$ cat src/sbgp_pkg.sv
`timescale 1ns/1ps
package sbgp_pkg;

    // Port geometry
    localparam int PIN_COUNT = 6;
    localparam int REG_WIDTH = 8;
    localparam int DATA_WIDTH = 32;
    localparam int ADDR_WIDTH = 8;
    localparam int STRB_WIDTH = DATA_WIDTH / 8;

    // Byte addresses of the register words
    localparam logic [ADDR_WIDTH-1:0] OFS_DIRECTION = 8'h00;
    localparam logic [ADDR_WIDTH-1:0] OFS_OUT_LATCH = 8'h04;
    localparam logic [ADDR_WIDTH-1:0] OFS_LEVEL = 8'h08;
    localparam logic [ADDR_WIDTH-1:0] OFS_OPEN_DRAIN = 8'h0C;
    localparam logic [ADDR_WIDTH-1:0] OFS_ALT_SELECT = 8'h10;

    // Word select uses the address above the byte lanes
    localparam int WORD_LSB = 2;

    // Reset values of the writable registers
    localparam logic [PIN_COUNT-1:0] RST_DIRECTION = 6'h00;
    localparam logic [PIN_COUNT-1:0] RST_OUT_LATCH = 6'h00;
    localparam logic [PIN_COUNT-1:0] RST_OPEN_DRAIN = 6'h00;
    localparam logic [PIN_COUNT-1:0] RST_ALT_SELECT = 6'h00;

    // Level of an idle pin output and of a released enable
    localparam logic [PIN_COUNT-1:0] PINS_LOW = 6'h00;
    localparam logic [PIN_COUNT-1:0] PINS_RELEASED = 6'h3F;

    // Value returned for a word with nothing readable in it
    localparam logic [DATA_WIDTH-1:0] READ_ZERO = 32'h0000_0000;

    // AXI response codes
    localparam logic [1:0] RESP_OKAY = 2'h0;
    localparam logic [1:0] RESP_DECERR = 2'h3;

endpackage

// Two-stage synchroniser for levels arriving from the board
module sbgp_sync #(
    parameter int WIDTH = sbgp_pkg::PIN_COUNT
) (
    // Clock and reset
    input wire logic aclk,
    input wire logic aresetn,
    // Asynchronous level in, clean level out
    input wire logic [WIDTH-1:0] async_in,
    output logic [WIDTH-1:0] sync_out
);
    import sbgp_pkg::*;

    // First stage feeds only the second stage
    logic [WIDTH-1:0] meta;

    // No reset here: stages keep tracking the pins through reset
    // So the pin-state view shows real levels as soon as reset ends
    wire unused_rst = aresetn;

    // Both stages sample on every rising edge
    always_ff @(posedge aclk)
    begin
        meta <= async_in;
        sync_out <= meta;
    end

endmodule // sbgp_sync

$ cat src/sbgp_port.sv
`timescale 1ns/1ps

// Behaviour
// - Six pins on bits five to zero
// - Bits seven, six read zero, writes ignored
// - Direction register write-only, read unspecified
// - Direction one drives output, zero input, reset
// - Output latch read-write, drives outputs, resets zero
// - Pin-state register read-only, writes ignored
// - Readback: latch if output, pin if input
// - Readback follows live pins right after reset
// - Open-drain bit drives low only, resets zero
module sbgp_port (
    // Clock and reset
    input wire logic aclk,
    input wire logic aresetn,
    // AXI4-Lite write address
    input wire logic awvalid,
    output logic awready,
    input wire logic [sbgp_pkg::ADDR_WIDTH-1:0] awaddr,
    input wire logic [2:0] awprot,
    // AXI4-Lite write data
    input wire logic wvalid,
    output logic wready,
    input wire logic [sbgp_pkg::DATA_WIDTH-1:0] wdata,
    input wire logic [sbgp_pkg::STRB_WIDTH-1:0] wstrb,
    // AXI4-Lite write response
    output logic bvalid,
    input wire logic bready,
    output logic [1:0] bresp,
    // AXI4-Lite read address
    input wire logic arvalid,
    output logic arready,
    input wire logic [sbgp_pkg::ADDR_WIDTH-1:0] araddr,
    input wire logic [2:0] arprot,
    // AXI4-Lite read data
    output logic rvalid,
    input wire logic rready,
    output logic [sbgp_pkg::DATA_WIDTH-1:0] rdata,
    output logic [1:0] rresp,
    // Alternate peripheral drive, same clock domain
    input wire logic [sbgp_pkg::PIN_COUNT-1:0] alt_out,
    input wire logic [sbgp_pkg::PIN_COUNT-1:0] alt_drive,
    // Board pins, split into level, value and enable
    input wire logic [sbgp_pkg::PIN_COUNT-1:0] pin_in,
    output logic [sbgp_pkg::PIN_COUNT-1:0] pin_out,
    output logic [sbgp_pkg::PIN_COUNT-1:0] pin_oe_n
);
    import sbgp_pkg::*;

    // Widen a pin field into a bus word, upper bits forced to zero
    function automatic logic [DATA_WIDTH-1:0] pin_word(input logic [PIN_COUNT-1:0] f);
        pin_word = {{(DATA_WIDTH-PIN_COUNT){1'b0}}, f};
    endfunction

    // Word index of a byte address, byte lanes dropped
    function automatic logic [ADDR_WIDTH-1:0] word_of(input logic [ADDR_WIDTH-1:0] a);
        word_of = {{WORD_LSB{1'b0}}, a[ADDR_WIDTH-1:WORD_LSB]};
    endfunction

    // Software-visible control state
    logic [PIN_COUNT-1:0] pin_direction_control; // One bit per pin, 1 = output
    logic [PIN_COUNT-1:0] output_data_latch; // Value for general-purpose outputs
    logic [PIN_COUNT-1:0] open_drain_select; // 1 = drive low only
    logic [PIN_COUNT-1:0] alt_select; // 1 = pin handed to a peripheral

    // Synchronised pin levels
    logic [PIN_COUNT-1:0] pin_sync;

    // Write channel holding registers
    logic aw_held;
    logic [ADDR_WIDTH-1:0] aw_addr;
    logic w_held;
    logic [DATA_WIDTH-1:0] w_data;
    logic [STRB_WIDTH-1:0] w_strb;

    // Next values of the pin drivers
    logic [PIN_COUNT-1:0] next_pin_out;
    logic [PIN_COUNT-1:0] next_pin_oe_n;

    // Pins pass two flops before any logic looks at them
    sbgp_sync #(
        .WIDTH(PIN_COUNT)
    ) u_pin_sync (
        .aclk(aclk),
        .aresetn(aresetn),
        .async_in(pin_in),
        .sync_out(pin_sync)
    );

    // Handshake decode
    wire aw_take = awvalid && awready;
    wire w_take = wvalid && wready;
    wire ar_take = arvalid && arready;
    wire do_write = aw_held && w_held && !bvalid;
    // Only the low byte lane carries register bits
    wire low_lane = w_strb[0];

    // Write target decode
    wire [ADDR_WIDTH-1:0] w_word = word_of(aw_addr);
    wire wr_direction = (w_word == word_of(OFS_DIRECTION));
    wire wr_latch = (w_word == word_of(OFS_OUT_LATCH));
    wire wr_level = (w_word == word_of(OFS_LEVEL));
    wire wr_open_drain = (w_word == word_of(OFS_OPEN_DRAIN));
    wire wr_alt = (w_word == word_of(OFS_ALT_SELECT));
    wire wr_mapped = wr_direction || wr_latch || wr_level || wr_open_drain || wr_alt;

    // Read target decode
    wire [ADDR_WIDTH-1:0] r_word = word_of(araddr);
    wire rd_direction = (r_word == word_of(OFS_DIRECTION));
    wire rd_latch = (r_word == word_of(OFS_OUT_LATCH));
    wire rd_level = (r_word == word_of(OFS_LEVEL));
    wire rd_open_drain = (r_word == word_of(OFS_OPEN_DRAIN));
    wire rd_alt = (r_word == word_of(OFS_ALT_SELECT));
    wire rd_mapped = rd_direction || rd_latch || rd_level || rd_open_drain || rd_alt;

    // Pin-state view: latch for outputs, live level for inputs
    wire [PIN_COUNT-1:0] level_view =
        (pin_direction_control & output_data_latch) |
        (~pin_direction_control & pin_sync);

    // Read data mux; direction register is write-only and reads zero
    wire [DATA_WIDTH-1:0] read_mux =
        rd_direction ? READ_ZERO :
        rd_latch ? pin_word(output_data_latch) :
        rd_level ? pin_word(level_view) :
        rd_open_drain ? pin_word(open_drain_select) :
        rd_alt ? pin_word(alt_select) :
        READ_ZERO;

    // Channel readies: one write and one read in flight at a time
    assign awready = !aw_held && !bvalid;
    assign wready = !w_held && !bvalid;
    assign arready = !rvalid;

    // Per-pin drive: peripheral first, then general-purpose output
    always_comb
    begin
        for (int i = 0; i < PIN_COUNT; i++)
        begin
            if (alt_select[i])
            begin
                // Peripheral owns value and enable
                next_pin_out[i] = alt_out[i];
                next_pin_oe_n[i] = !alt_drive[i];
            end
            else if (pin_direction_control[i])
            begin
                // Open drain only pulls low; a high is a released pin
                next_pin_out[i] = output_data_latch[i];
                next_pin_oe_n[i] = open_drain_select[i] && output_data_latch[i];
            end
            else
            begin
                // Input: never drive
                next_pin_out[i] = 1'b0;
                next_pin_oe_n[i] = 1'b1;
            end
        end
    end

    // Pin driver flops; all pins released during reset
    always_ff @(posedge aclk)
    begin
        if (!aresetn)
        begin
            pin_out <= PINS_LOW;
            pin_oe_n <= PINS_RELEASED;
        end
        else
        begin
            pin_out <= next_pin_out;
            pin_oe_n <= next_pin_oe_n;
        end
    end

    // Address half of a write, held until the write is done
    always_ff @(posedge aclk)
    begin
        if (!aresetn)
        begin
            aw_held <= 1'b0;
            aw_addr <= '0;
        end
        else if (aw_take)
        begin
            aw_held <= 1'b1;
            aw_addr <= awaddr;
        end
        else if (do_write)
        begin
            aw_held <= 1'b0;
        end
    end

    // Data half of a write, may arrive before or after the address
    always_ff @(posedge aclk)
    begin
        if (!aresetn)
        begin
            w_held <= 1'b0;
            w_data <= '0;
            w_strb <= '0;
        end
        else if (w_take)
        begin
            w_held <= 1'b1;
            w_data <= wdata;
            w_strb <= wstrb;
        end
        else if (do_write)
        begin
            w_held <= 1'b0;
        end
    end

    // Direction register; bits above the pins are never stored
    always_ff @(posedge aclk)
    begin
        if (!aresetn)
        begin
            pin_direction_control <= RST_DIRECTION;
        end
        else if (do_write && wr_direction && low_lane)
        begin
            pin_direction_control <= w_data[PIN_COUNT-1:0];
        end
    end

    // Output data latch
    always_ff @(posedge aclk)
    begin
        if (!aresetn)
        begin
            output_data_latch <= RST_OUT_LATCH;
        end
        else if (do_write && wr_latch && low_lane)
        begin
            output_data_latch <= w_data[PIN_COUNT-1:0];
        end
    end

    // Open-drain select
    always_ff @(posedge aclk)
    begin
        if (!aresetn)
        begin
            open_drain_select <= RST_OPEN_DRAIN;
        end
        else if (do_write && wr_open_drain && low_lane)
        begin
            open_drain_select <= w_data[PIN_COUNT-1:0];
        end
    end

    // Alternate-function select
    always_ff @(posedge aclk)
    begin
        if (!aresetn)
        begin
            alt_select <= RST_ALT_SELECT;
        end
        else if (do_write && wr_alt && low_lane)
        begin
            alt_select <= w_data[PIN_COUNT-1:0];
        end
    end

    // Write response; pin-state word takes the write and drops it
    always_ff @(posedge aclk)
    begin
        if (!aresetn)
        begin
            bvalid <= 1'b0;
            bresp <= RESP_OKAY;
        end
        else if (do_write)
        begin
            // Pin-state writes answer OKAY but store nothing
            bvalid <= 1'b1;
            bresp <= wr_mapped ? RESP_OKAY : RESP_DECERR;
        end
        else if (bvalid && bready)
        begin
            bvalid <= 1'b0;
        end
    end

    // Read response; data captured at the address handshake
    always_ff @(posedge aclk)
    begin
        if (!aresetn)
        begin
            rvalid <= 1'b0;
            rdata <= READ_ZERO;
            rresp <= RESP_OKAY;
        end
        else if (ar_take)
        begin
            // Pin level is sampled now, so a slow master sees a snapshot
            rvalid <= 1'b1;
            rdata <= read_mux;
            rresp <= rd_mapped ? RESP_OKAY : RESP_DECERR;
        end
        else if (rvalid && rready)
        begin
            rvalid <= 1'b0;
        end
    end

    // Protection bits carry no meaning for this port
    wire unused_prot = ^{awprot, arprot, w_data[DATA_WIDTH-1:PIN_COUNT], w_strb};

endmodule // sbgp_port

$ cat config.mk
export PLATFORM = sky130hd
export DESIGN_NAME = sbgp_port
export DESIGN_NICKNAME = d
export VERILOG_FILES = /design/src/sbgp_pkg.sv /design/src/sbgp_port.sv
export SDC_FILE = /design/constraint.sdc
export NUM_CORES = 1
export LEC_CHECK = 0
export BUFFER_PORTS_ARGS = -buffer_cell sky130_fd_sc_hd__buf_2
export CELL_PAD_IN_SITES_DETAIL_PLACEMENT = 1
export CELL_PAD_IN_SITES_GLOBAL_PLACEMENT = 2
export CORE_UTILIZATION = 29
export DETAILED_ROUTE_END_ITERATION = 12
export PLACE_DENSITY = 0.95
export SYNTH_ARGS = -nofsm -noshare
export SYNTH_HDL_FRONTEND = slang
export SYNTH_SLANG_ARGS = --single-unit
export TNS_END_PERCENT = 30
$ cat constraint.sdc
create_clock -name aclk -period 2.02 [get_ports aclk]
set_input_delay 0.303 -clock aclk [delete_from_list [all_inputs] [get_ports aclk]]
set_output_delay 0.303 -clock aclk [all_outputs]
set_load 0.01 [all_outputs]
==> results of run 1 <==
sequential cells by signal, summed over array words and instances (netlist names):
register,cells
u_pin_sync.sync_out,6
w_data,6
open_drain_select,6
bresp,1
w_held,1
pin_direction_control,6
u_pin_sync.meta,6
aw_held,1
pin_out,6
rresp,1
bvalid,1
w_strb,1
pin_oe_n,6
output_data_latch,6
rdata,6
aw_addr,6
alt_select,6
rvalid,1
cells in the mapped netlist, drive strengths merged (3+ instances only):
cell	instances
o21ai	28
nand2	59
buf	32
nor2	7
nand3	3
and2	8
nor2b	39
a21boi	8
a21oi	12
a211oi	9
dfxtp	73
mux2i	31
o21a	5
clkbuf	11
inv	3
area by class of cell:
cell class	instances	area (sq um)	area share, %
Sequential cell	73	1460	38.3
Timing Repair Buffer	76	395	10.4
Tap cell	140	175	4.59
Clock buffer	11	151	3.97
Clock inverter	5	62.6	1.64
Multi-Input combinational cell	259	1560	40.8
Inverter	3	11.3	0.295
where the power goes:
part | internal [W] | leakage [nW] | switching (W) | total [W]
clock network | 0.000644 | 0.102 | 0.000571 | 0.00121
registers | 0.00149 | 0.597 | 0.0000363 | 0.00152
logic | 0.000121 | 0.938 | 0.000158 | 0.000278
total | 0.00225 | 1.64 | 0.000765 | 0.00301
metal layers:
layer	up-vias	GRT usage (%)	wire length, microns
met5	-	0	0
met4	0	5.97	104
met3	7	4.68	408
met2	55	25.0	4020
met1	1204	16.0	3240
li1	1276	-	-
logic make-up (layout without fill, tap and decap cells):
| kind of cell | after synthesis | after routing | share of synthesized area, % |
|---|---|---|---|
| other cells | 1 | 26 | 0.117 |
| buf+inv | 46 | 95 | 8.81 |
| mux | 32 | 32 | 10.0 |
| compound gates | 68 | 68 | 13.0 |
| simple gates | 133 | 133 | 22.5 |
| flops | 73 | 73 | 45.6 |
metrics by stage:
step / std cells / cell area [sq um] / setup slack [ns]
floorplan: 378 / 3300 / 0.580
global route: 567 / 3810 / 0.374
finish: 567 / 3810 / 0.490
global placement: 551 / 3600 / 0.274
detailed placement: 551 / 3600 / 0.238
CTS: 567 / 3810 / 0.480
how the worst min path moves through the flow:
stage,start,cells after the start,slack (ns),end
3_5_place_dp,u_pin_sync.meta[2]$_DFF_P_,0,0.32,u_pin_sync.sync_out[2]$_DFF_P_
4_1_cts,pin_in[1],1,0.02,u_pin_sync.meta[1]$_DFF_P_
6_report,pin_in[1],1,0.04,u_pin_sync.meta[1]$_DFF_P_
5_1_grt,pin_in[2],1,0.02,u_pin_sync.meta[2]$_DFF_P_
2_1_floorplan,u_pin_sync.meta[0]$_DFF_P_,0,0.31,u_pin_sync.sync_out[0]$_DFF_P_
3_3_place_gp,u_pin_sync.meta[1]$_DFF_P_,0,0.31,u_pin_sync.sync_out[1]$_DFF_P_
==> impl_metrics.yaml, run 1 <==
outcome:
  outcome: "finished with violations"
  violations: "DRC"
clocking:
  cts_tree: "yes"
  holdBufCountCts: 0
  cts_num_sinks: 73
  cts_root_buf: "clkbuf_8"
  cts_made_buffers: 9
  cts_buffer_depth: 2
  path_clk_slew_ns: 0.08
  h-tree-depth: 3
  clock_latency_ns: 0.36
  postCtsSetupBuffers: 0
  postCtsResizedCells: 0
layout:
  drive_gt1_share_pct: 23.4
  utilization_pct: 35.3
  final_nets: 505
  nFillCells: 1296
  areaGrowthSynthToFinish_pct: 18.9
  final_common_cell: "dfxtp_1"
  layout_common_cells: "73 x dfxtp_1, 70 x buf_2, 59 x nand2_1"
  antennaDiodeCount: 0
critical_path:
  critPathMaxStageDelay_ns: 0.42
  ff2ff_path_depth: 4
  arrival_ns: 1.78
  cp_slowest_cell: "dfxtp_1"
  cp_num_buf_inv: 0
  critical_path.top_delay_family: "simple AND/OR/NAND/NOR gates"
  cp_max_fo: 6
  worstPathRequired_ns: 2.27
  crit_type: "reg2reg"
  reg2reg_slack_ns: 0.49
  cp_cell_sequence: "nor4bb_1 -> nand3_2 -> mux2i_1 -> nor2b_1"
  critPathCaptureType: "flop"
  startpoint: "aw_addr[4]$_SDFFE_PN0P_"
  crit_end: "alt_select[0]$_SDFFE_PN0P_"
  critPathLaunchType: "flop"
  worst-path-stages: 4
  reg2reg_from: "aw_addr[4]$_SDFFE_PN0P_"
  reg2reg_to: "alt_select[0]$_SDFFE_PN0P_"
place:
  io_buffers: 70
  dp_hpwl_microns: 5770
  gp_congestion: 0.739
timing:
  setup_tns_ns: 0
  period_share_pct: 75.7
  timing.fmax_mhz: 654
  finClkSkew_ns: 0.0121
  drv_slew: 0
  setup_viol: 0
  final-hold-violation-count: 0
  min_period_ns: 1.53
  rsz0062_at_grt: "false"
  whs_ns: 0.0394
pwr:
  vdd_ir_drop_max_mv: 0.223
  power_w: 0.00301
  p_leak_nw: 1.64
  power.density_nw_per_um2: 790
grt:
  globalRouteTotalUtil_pct: 14.4
  grt_pass1_wl_microns: 12500
  grt_pass1_vias: 2613
  antenna_found_initial: 0
  grt_max_degree: 33
  grt_overflow: 0
logic_synthesis:
  synth_flop_cell: "dfxtp_1"
  synth.area.top_cells: "dfxtp_1 46%, mux2i_1 9.7%, nor2b_1 7.6%"
  synth_edf_count: 0
  netlist.area_leader.share_pct: 45.6
  synthArstFlopShare_pct: 0
  syn-mean-instance-area_sq_um: 9.09
  ys_seq_elements: 73
  yosysSeqAreaShare_pct: 45.6
  netlist_area_sq_um: 3210
  ys_types: 37
  synth_warnings: 0
  yosysTopAreaCell: "dfxtp_1"
  synth_cells: 353
detailed_routing:
  routed_wl_microns: 7770
  ant_nets: 0
  vias: 2542
  remaining_drc_errors: 1
  post_drt_wl_per_cell_microns: 13.7
  firstDrtPassIters: 8
  vias_per_cell: 4.48
  drt_iter0_drc: 65
floorplanning:
  num_rows: 38
  initial_core_util_pct: 29.7
  die_w_microns: 107
  dieArea_sq_um: 11500
  core_sq_um: 10800
  num_io_pins: 136
  dieHeight_microns: 107
min_path:
  min_path_type: "in2reg"
run:
  maxCapViolations: 0
Power figures use the tool's default switching activity.
==> run 2: changes to the inputs <==
--- a/config.mk
+++ b/config.mk
@@ -8,9 +8,9 @@
 export BUFFER_PORTS_ARGS = -buffer_cell sky130_fd_sc_hd__buf_2
 export CELL_PAD_IN_SITES_DETAIL_PLACEMENT = 1
 export CELL_PAD_IN_SITES_GLOBAL_PLACEMENT = 2
-export CORE_UTILIZATION = 29
+export CORE_UTILIZATION = 27
 export DETAILED_ROUTE_END_ITERATION = 12
-export PLACE_DENSITY = 0.95
+export PLACE_DENSITY = 0.9
 export SYNTH_ARGS = -nofsm -noshare
 export SYNTH_HDL_FRONTEND = slang
 export SYNTH_SLANG_ARGS = --single-unit
==> constraint.sdc (replaced) <==
create_clock -name aclk -period 1.55 [get_ports aclk]
set_input_delay 0.2325 -clock aclk [delete_from_list [all_inputs] [get_ports aclk]]
set_output_delay 0.2325 -clock aclk [all_outputs]
set_load 0.01 [all_outputs]
==> impl_metrics.yaml, run 2 (synthesis results as in run 1) <==
floorplanning:
  core_sq_um: 11500
  dieArea_sq_um: 12300
  num_rows: 39
  initial_core_util_pct: 27.9
  dieHeight_microns: 111
  die_w_microns: 111
  num_io_pins: 136
layout:
  final_nets: 525
  layout_common_cells: "73 x dfxtp_1, 70 x buf_2, 59 x nand2_1"
  areaGrowthSynthToFinish_pct: 27.1
  final_common_cell: "dfxtp_1"
  antennaDiodeCount: 0
  drive_gt1_share_pct: 25.5
  nFillCells: 1367
  utilization_pct: 35.4
  layoutNonFillerInstCount: 590
critical_path:
  ff2ff_path_depth: 4
  critPathLaunchType: "flop"
  crit_type: "reg2reg"
  worstPathRequired_ns: 1.77
  cp_max_fo: 8
  reg2reg_to: "rdata[4]$_SDFFE_PN0P_"
  reg2reg_from: "rvalid$_SDFFE_PN0P_"
  reg2reg_slack_ns: 0.08
  arrival_ns: 1.69
  critPathCaptureType: "flop"
place:
  gp_congestion: 0.754
  io_buffers: 70
  dp_hpwl_microns: 6140
  place_inst: 564
detailed_routing:
  firstDrtPassIters: 8
  routed_wl_microns: 8500
  post_drt_wl_per_cell_microns: 14.4
  remaining_drc_errors: 10
  ant_nets: 0
  drt_iter0_drc: 66
  vias: 2616
  vias_per_cell: 4.43
clocking:
  cts_root_buf: "clkbuf_16"
  path_clk_slew_ns: 0.06
  cts_buffer_depth: 2
  cts_num_sinks: 73
  h-tree-depth: 3
  clock_latency_ns: 0.34
  cts_tree: "yes"
  cts_made_buffers: 9
grt:
  grt_pass1_vias: 2802
  grt_overflow: 0
  globalRouteTotalUtil_pct: 14.9
  antenna_found_initial: 1
  grt_pass1_wl_microns: 13900
  grt_max_degree: 22
outcome:
  violations: "DRC"
  outcome: "finished with violations"
min_path:
  min_path_type: "in2reg"
  holdCritStartpoint: "wdata[0]"
  whs_path_depth: 3
  min_to: "w_data[0]$_SDFFE_PN0P_"
timing:
  period_share_pct: 94.9
  finClkSkew_ns: 0.00647
  final-hold-violation-count: 0
  setup_viol: 0
  rsz0062_at_grt: "true"
  min_period_ns: 1.47
  timing.fmax_mhz: 680
  drv_slew: 0
pwr:
  power.density_nw_per_um2: 1060
  p_leak_nw: 1.77
  vdd_ir_drop_max_mv: 0.452
run:
  maxCapViolations: 0
## run 2: power breakdown
group / leakage (nW) / switching (W) / total [W] / internal [W]
logic: 1.04 / 0.000212 / 0.000397 / 0.000186
registers: 0.597 / 0.0000515 / 0.00199 / 0.00194
clock network: 0.139 / 0.000762 / 0.00192 / 0.00116
## run 2: critical path, cell delays in order (launching register included)
cell	delay (ns)
dfxtp_1	0.35
and2b_1	0.37
nor3b_4	0.39
a221o_1	0.20
a21oi_1	0.04
## run 2: what timing repair did
item | CTS | global route
hold endpoints to repair | 6 | 0
hold buffers | 6 | 0
cloned | 0 | 0
pin swaps | 1 | 1
setup endpoints to repair | 2 | 13
setup buffers | 2 | 2
gates resized for setup | 0 | 2
## run 2: routing by layer
layer	track usage, %	wire, microns	part of all wire [%]	vias to the layer above
met5	0	12	0.14	-
met1	15.6	3610	43	1226
met3	5.80	457	5.4	15
met4	5.66	144	1.7	2
li1	-	-	-	1314
met2	26.6	4270	50	59
## run 2: worst max-delay path by stage
| stage | startpoint | to | slack (ns) | cells past startpoint |
|---|---|---|---|---|
| 3_3_place_gp | araddr[3] | rdata[4]$_SDFFE_PN0P_ | -0.04 | 5 |
| 4_1_cts | aw_addr[4]$_SDFFE_PN0P_ | alt_select[4]$_SDFFE_PN0P_ | 0.007 | 4 |
| 6_report | rvalid$_SDFFE_PN0P_ | rdata[4]$_SDFFE_PN0P_ | 0.08 | 4 |
| 5_1_grt | w_strb[0]$_SDFFE_PN0P_ | output_data_latch[3]$_SDFFE_PN0P_ | -0.02 | 5 |
| 3_5_place_dp | araddr[3] | rdata[4]$_SDFFE_PN0P_ | -0.07 | 5 |
| 2_1_floorplan | bvalid$_SDFFE_PN0P_ | open_drain_select[0]$_SDFFE_PN0P_ | 0.16 | 6 |
## run 2: stage by stage
| stage | hold slack, ns | power, W | setup TNS (ns) | worst slack [ns] | instance area (sq um) |
|---|---|---|---|---|---|
| after floorplan | 0.260 | 0.00229 | 0 | 0.156 | 3300 |
| after global placement | 0.314 | 0.00240 | -0.0838 | -0.0417 | 3700 |
| after detailed placement | 0.316 | 0.00242 | -0.244 | -0.0715 | 3700 |
| after CTS | 0.127 | 0.00439 | 0 | 0.00682 | 4060 |
| after global routing | 0.152 | 0.00453 | -0.0231 | -0.0215 | 4080 |
| final | 0.143 | 0.00431 | 0 | 0.0794 | 4080 |
## run 2: layout make-up
type	count	area (sq um)	area share, %
tap	143	179	4.39
clock buffer	13	260	6.38
inverter	3	11.3	0.276
multi-input combinational	259	1570	38.4
clock inverter	3	15.0	0.368
timing repair buffer	96	586	14.4
sequential	73	1460	35.8
==> run 3: changes to the inputs <==
--- a/config.mk
+++ b/config.mk
@@ -10,8 +10,9 @@
 export CELL_PAD_IN_SITES_GLOBAL_PLACEMENT = 2
 export CORE_UTILIZATION = 27
 export DETAILED_ROUTE_END_ITERATION = 12
-export PLACE_DENSITY = 0.9
+export PLACE_DENSITY = 0.89
 export SYNTH_ARGS = -nofsm -noshare
 export SYNTH_HDL_FRONTEND = slang
+export SYNTH_HIERARCHICAL = 1
 export SYNTH_SLANG_ARGS = --single-unit
 export TNS_END_PERCENT = 30
==> impl_metrics.yaml, run 3 <==
pwr:
  clock_power_share_pct: 46.8
  power_w: 0.00438
  power.density_nw_per_um2: 1100
  combinationalPowerShare_pct: 8.3
  p_leak_nw: 1.79
  vdd_ir_drop_max_mv: 0.541
  p_sw_w: 0.000997
  internal_power_w: 0.00338
  power_frac_seq_pct: 45.0
  swShare_pct: 22.8
layout:
  final_nets: 501
  areaGrowthSynthToFinish_pct: 25.8
  final_common_cell: "dfxtp_1"
  multi_input_area_sq_um: 1530
  antennaDiodeCount: 0
  fin_area_sq_um: 3980
  nFillCells: 1351
  layout_common_cells: "73 x dfxtp_1, 70 x buf_2, 48 x nor2b_1"
  seq_area_sq_um: 1460
  drive_gt1_share_pct: 25.1
logic_synthesis:
  synth_cells: 334
  yosysSeqAreaShare_pct: 46.2
  synth_warnings: 6
  netlist.area_leader.share_pct: 46.2
  ys_types: 38
  synth.area.top_cells: "dfxtp_1 46%, mux2i_1 12%, nor2b_1 9.5%"
  yosysMostFrequentCell: "dfxtp_1"
  synth_flop_cell: "dfxtp_1"
  yosysTopAreaCell: "dfxtp_1"
  synth_common_cells: "73 x dfxtp_1, 48 x nor2b_1, 45 x nand2_1"
  synthArstFlopShare_pct: 0
  netlist_area_sq_um: 3160
  syn-mean-instance-area_sq_um: 9.47
  synth_edf_count: 0
  ys_seq_elements: 73
detailed_routing:
  ant_nets: 0
  routed_wl_microns: 7710
  remaining_drc_errors: 0
  vias: 2532
  vias_per_cell: 4.47
  post_drt_wl_per_cell_microns: 13.6
  drt_iter0_drc: 66
  firstDrtPassIters: 4
outcome:
  outcome: "finished clean"
clocking:
  path_clk_slew_ns: 0.06
  cts_root_buf: "clkbuf_16"
  cts_buffer_depth: 2
  cts_num_sinks: 73
  cts_made_buffers: 9
  h-tree-depth: 3
  cts_tree: "yes"
  postCtsSetupBuffers: 0
  clock_latency_ns: 0.33
critical_path:
  worstPathRequired_ns: 1.77
  cp_max_fo: 3
  crit_type: "reg2reg"
  critPathCaptureType: "flop"
  arrival_ns: 1.64
  critPathLaunchType: "flop"
timing:
  timing.fmax_mhz: 706
  final-hold-violation-count: 0
  rsz0062_at_grt: "false"
  relSlewSlack_pct: 66.9
  finalWorstSetupSlack_ns: 0.134
  drv_slew: 0
  setup_tns_ns: 0
  whs_ns: 0.00968
  period_share_pct: 91.4
  setup_viol: 0
  tightest_slew_ns: 0.495
  min_period_ns: 1.42
  finClkSkew_ns: 0.00647
grt:
  grt_pass1_vias: 2377
  grt_max_degree: 58
  antenna_found_initial: 0
  grt_pass1_wl_microns: 11800
  grt_overflow: 0
  globalRouteTotalUtil_pct: 13.1
floorplanning:
  dieHeight_microns: 110
  core_sq_um: 11400
  dieArea_sq_um: 12200
  num_rows: 39
  initial_core_util_pct: 27.7
  num_io_pins: 136
  die_w_microns: 110
place:
  dp_hpwl_microns: 5560
  io_buffers: 70
  place_area_sq_um: 3630
  gp_congestion: 0.768
  place_ws_ns: -0.0425
run:
  maxCapViolations: 0
min_path:
  min_path_type: "in2reg"
==> run 3: cell types whose count changed in the layout (fill, tap and decap cells not counted), moves of 6 or more <==
cell	change
a21oi_1	-8
nand2_1	-14
o21ai_0	-7
buf_4	-6
a21boi_0	-8
a211oi_1	-7
nor2b_1	+9
mux2i_1	+6
==> run 3: kinds of logic (layout without fill, tap and decap cells) <==
group	count (synthesis)	after routing	synth area share, %
AOI/OAI and AO/OA	47	47	9.45
buffers and inverters	43	107	8.86
DFF	73	73	46.2
muxes	37	37	11.7
other	1	26	0.119
and+or+nand+nor	133	133	23.7
==> run 3: worst paths after layout <==
path | slack (ns) | end | from | cells after the start
worst max-delay path | 0.13 | rdata[3]$_SDFFE_PN0P_ | rvalid$_SDFFE_PN0P_ | 4
worst min-delay path | 0.01 | u_pin_sync/meta[3]$_DFF_P_ | pin_in[3] | 1
worst max register to register | 0.13 | rdata[3]$_SDFFE_PN0P_ | rvalid$_SDFFE_PN0P_ | 4
worst min register to register | 0.33 | u_pin_sync/sync_out[1]$_DFF_P_ | u_pin_sync/meta[1]$_DFF_P_ | 0
==> run 3: power groups by stage <==
stage               Sequential, W  Combinational (W)  Clock, W
finish                    0.00197           0.000363   0.00205
global route              0.00198           0.000406   0.00219
CTS                       0.00197           0.000366   0.00211
detailed placement        0.00201           0.000356         0
global placement          0.00201           0.000344         0
floorplan                 0.00200           0.000268         0
==> run 3: routing by layer <==
layer / global-route usage, % / vias up / part of all wire (%)
met5: 0 / - / 0
met4: 5.92 / 0 / 1.9
met3: 3.88 / 13 / 5.5
met2: 21.3 / 62 / 47
met1: 16.0 / 1204 / 46
li1: - / 1253 / -
==> run 3: metrics by stage <==
stage | std cells | utilization (%)
floorplan | 359 | -
global placement | 545 | 31.8
detailed placement | 545 | 31.8
CTS | 566 | 34.7
global route | 566 | 34.8
finish | 566 | 34.8
==> run 3: critical path, cell delays in order (launching register included) <==
cell and delay (ns):
dfxtp_1 0.30, nand2b_1 0.20, nor3b_2 0.27, nand3_2 0.15
o41ai_1 0.38
==> run 3: timing repair <==
action	CTS	global route
gates resized for setup	0	3
setup endpoints to repair	0	5
hold buffers	5	0
hold endpoints to repair	5	0
==> run 3: final cells by class <==
class | count | share of cell area, %
clock inverter | 3 | 1.01
timing repair buffer | 88 | 12.8
inverter | 3 | 0.283
sequential | 73 | 36.7
clock buffer | 13 | 6.29
tap | 143 | 4.50
multi-input combinational | 243 | 38.4
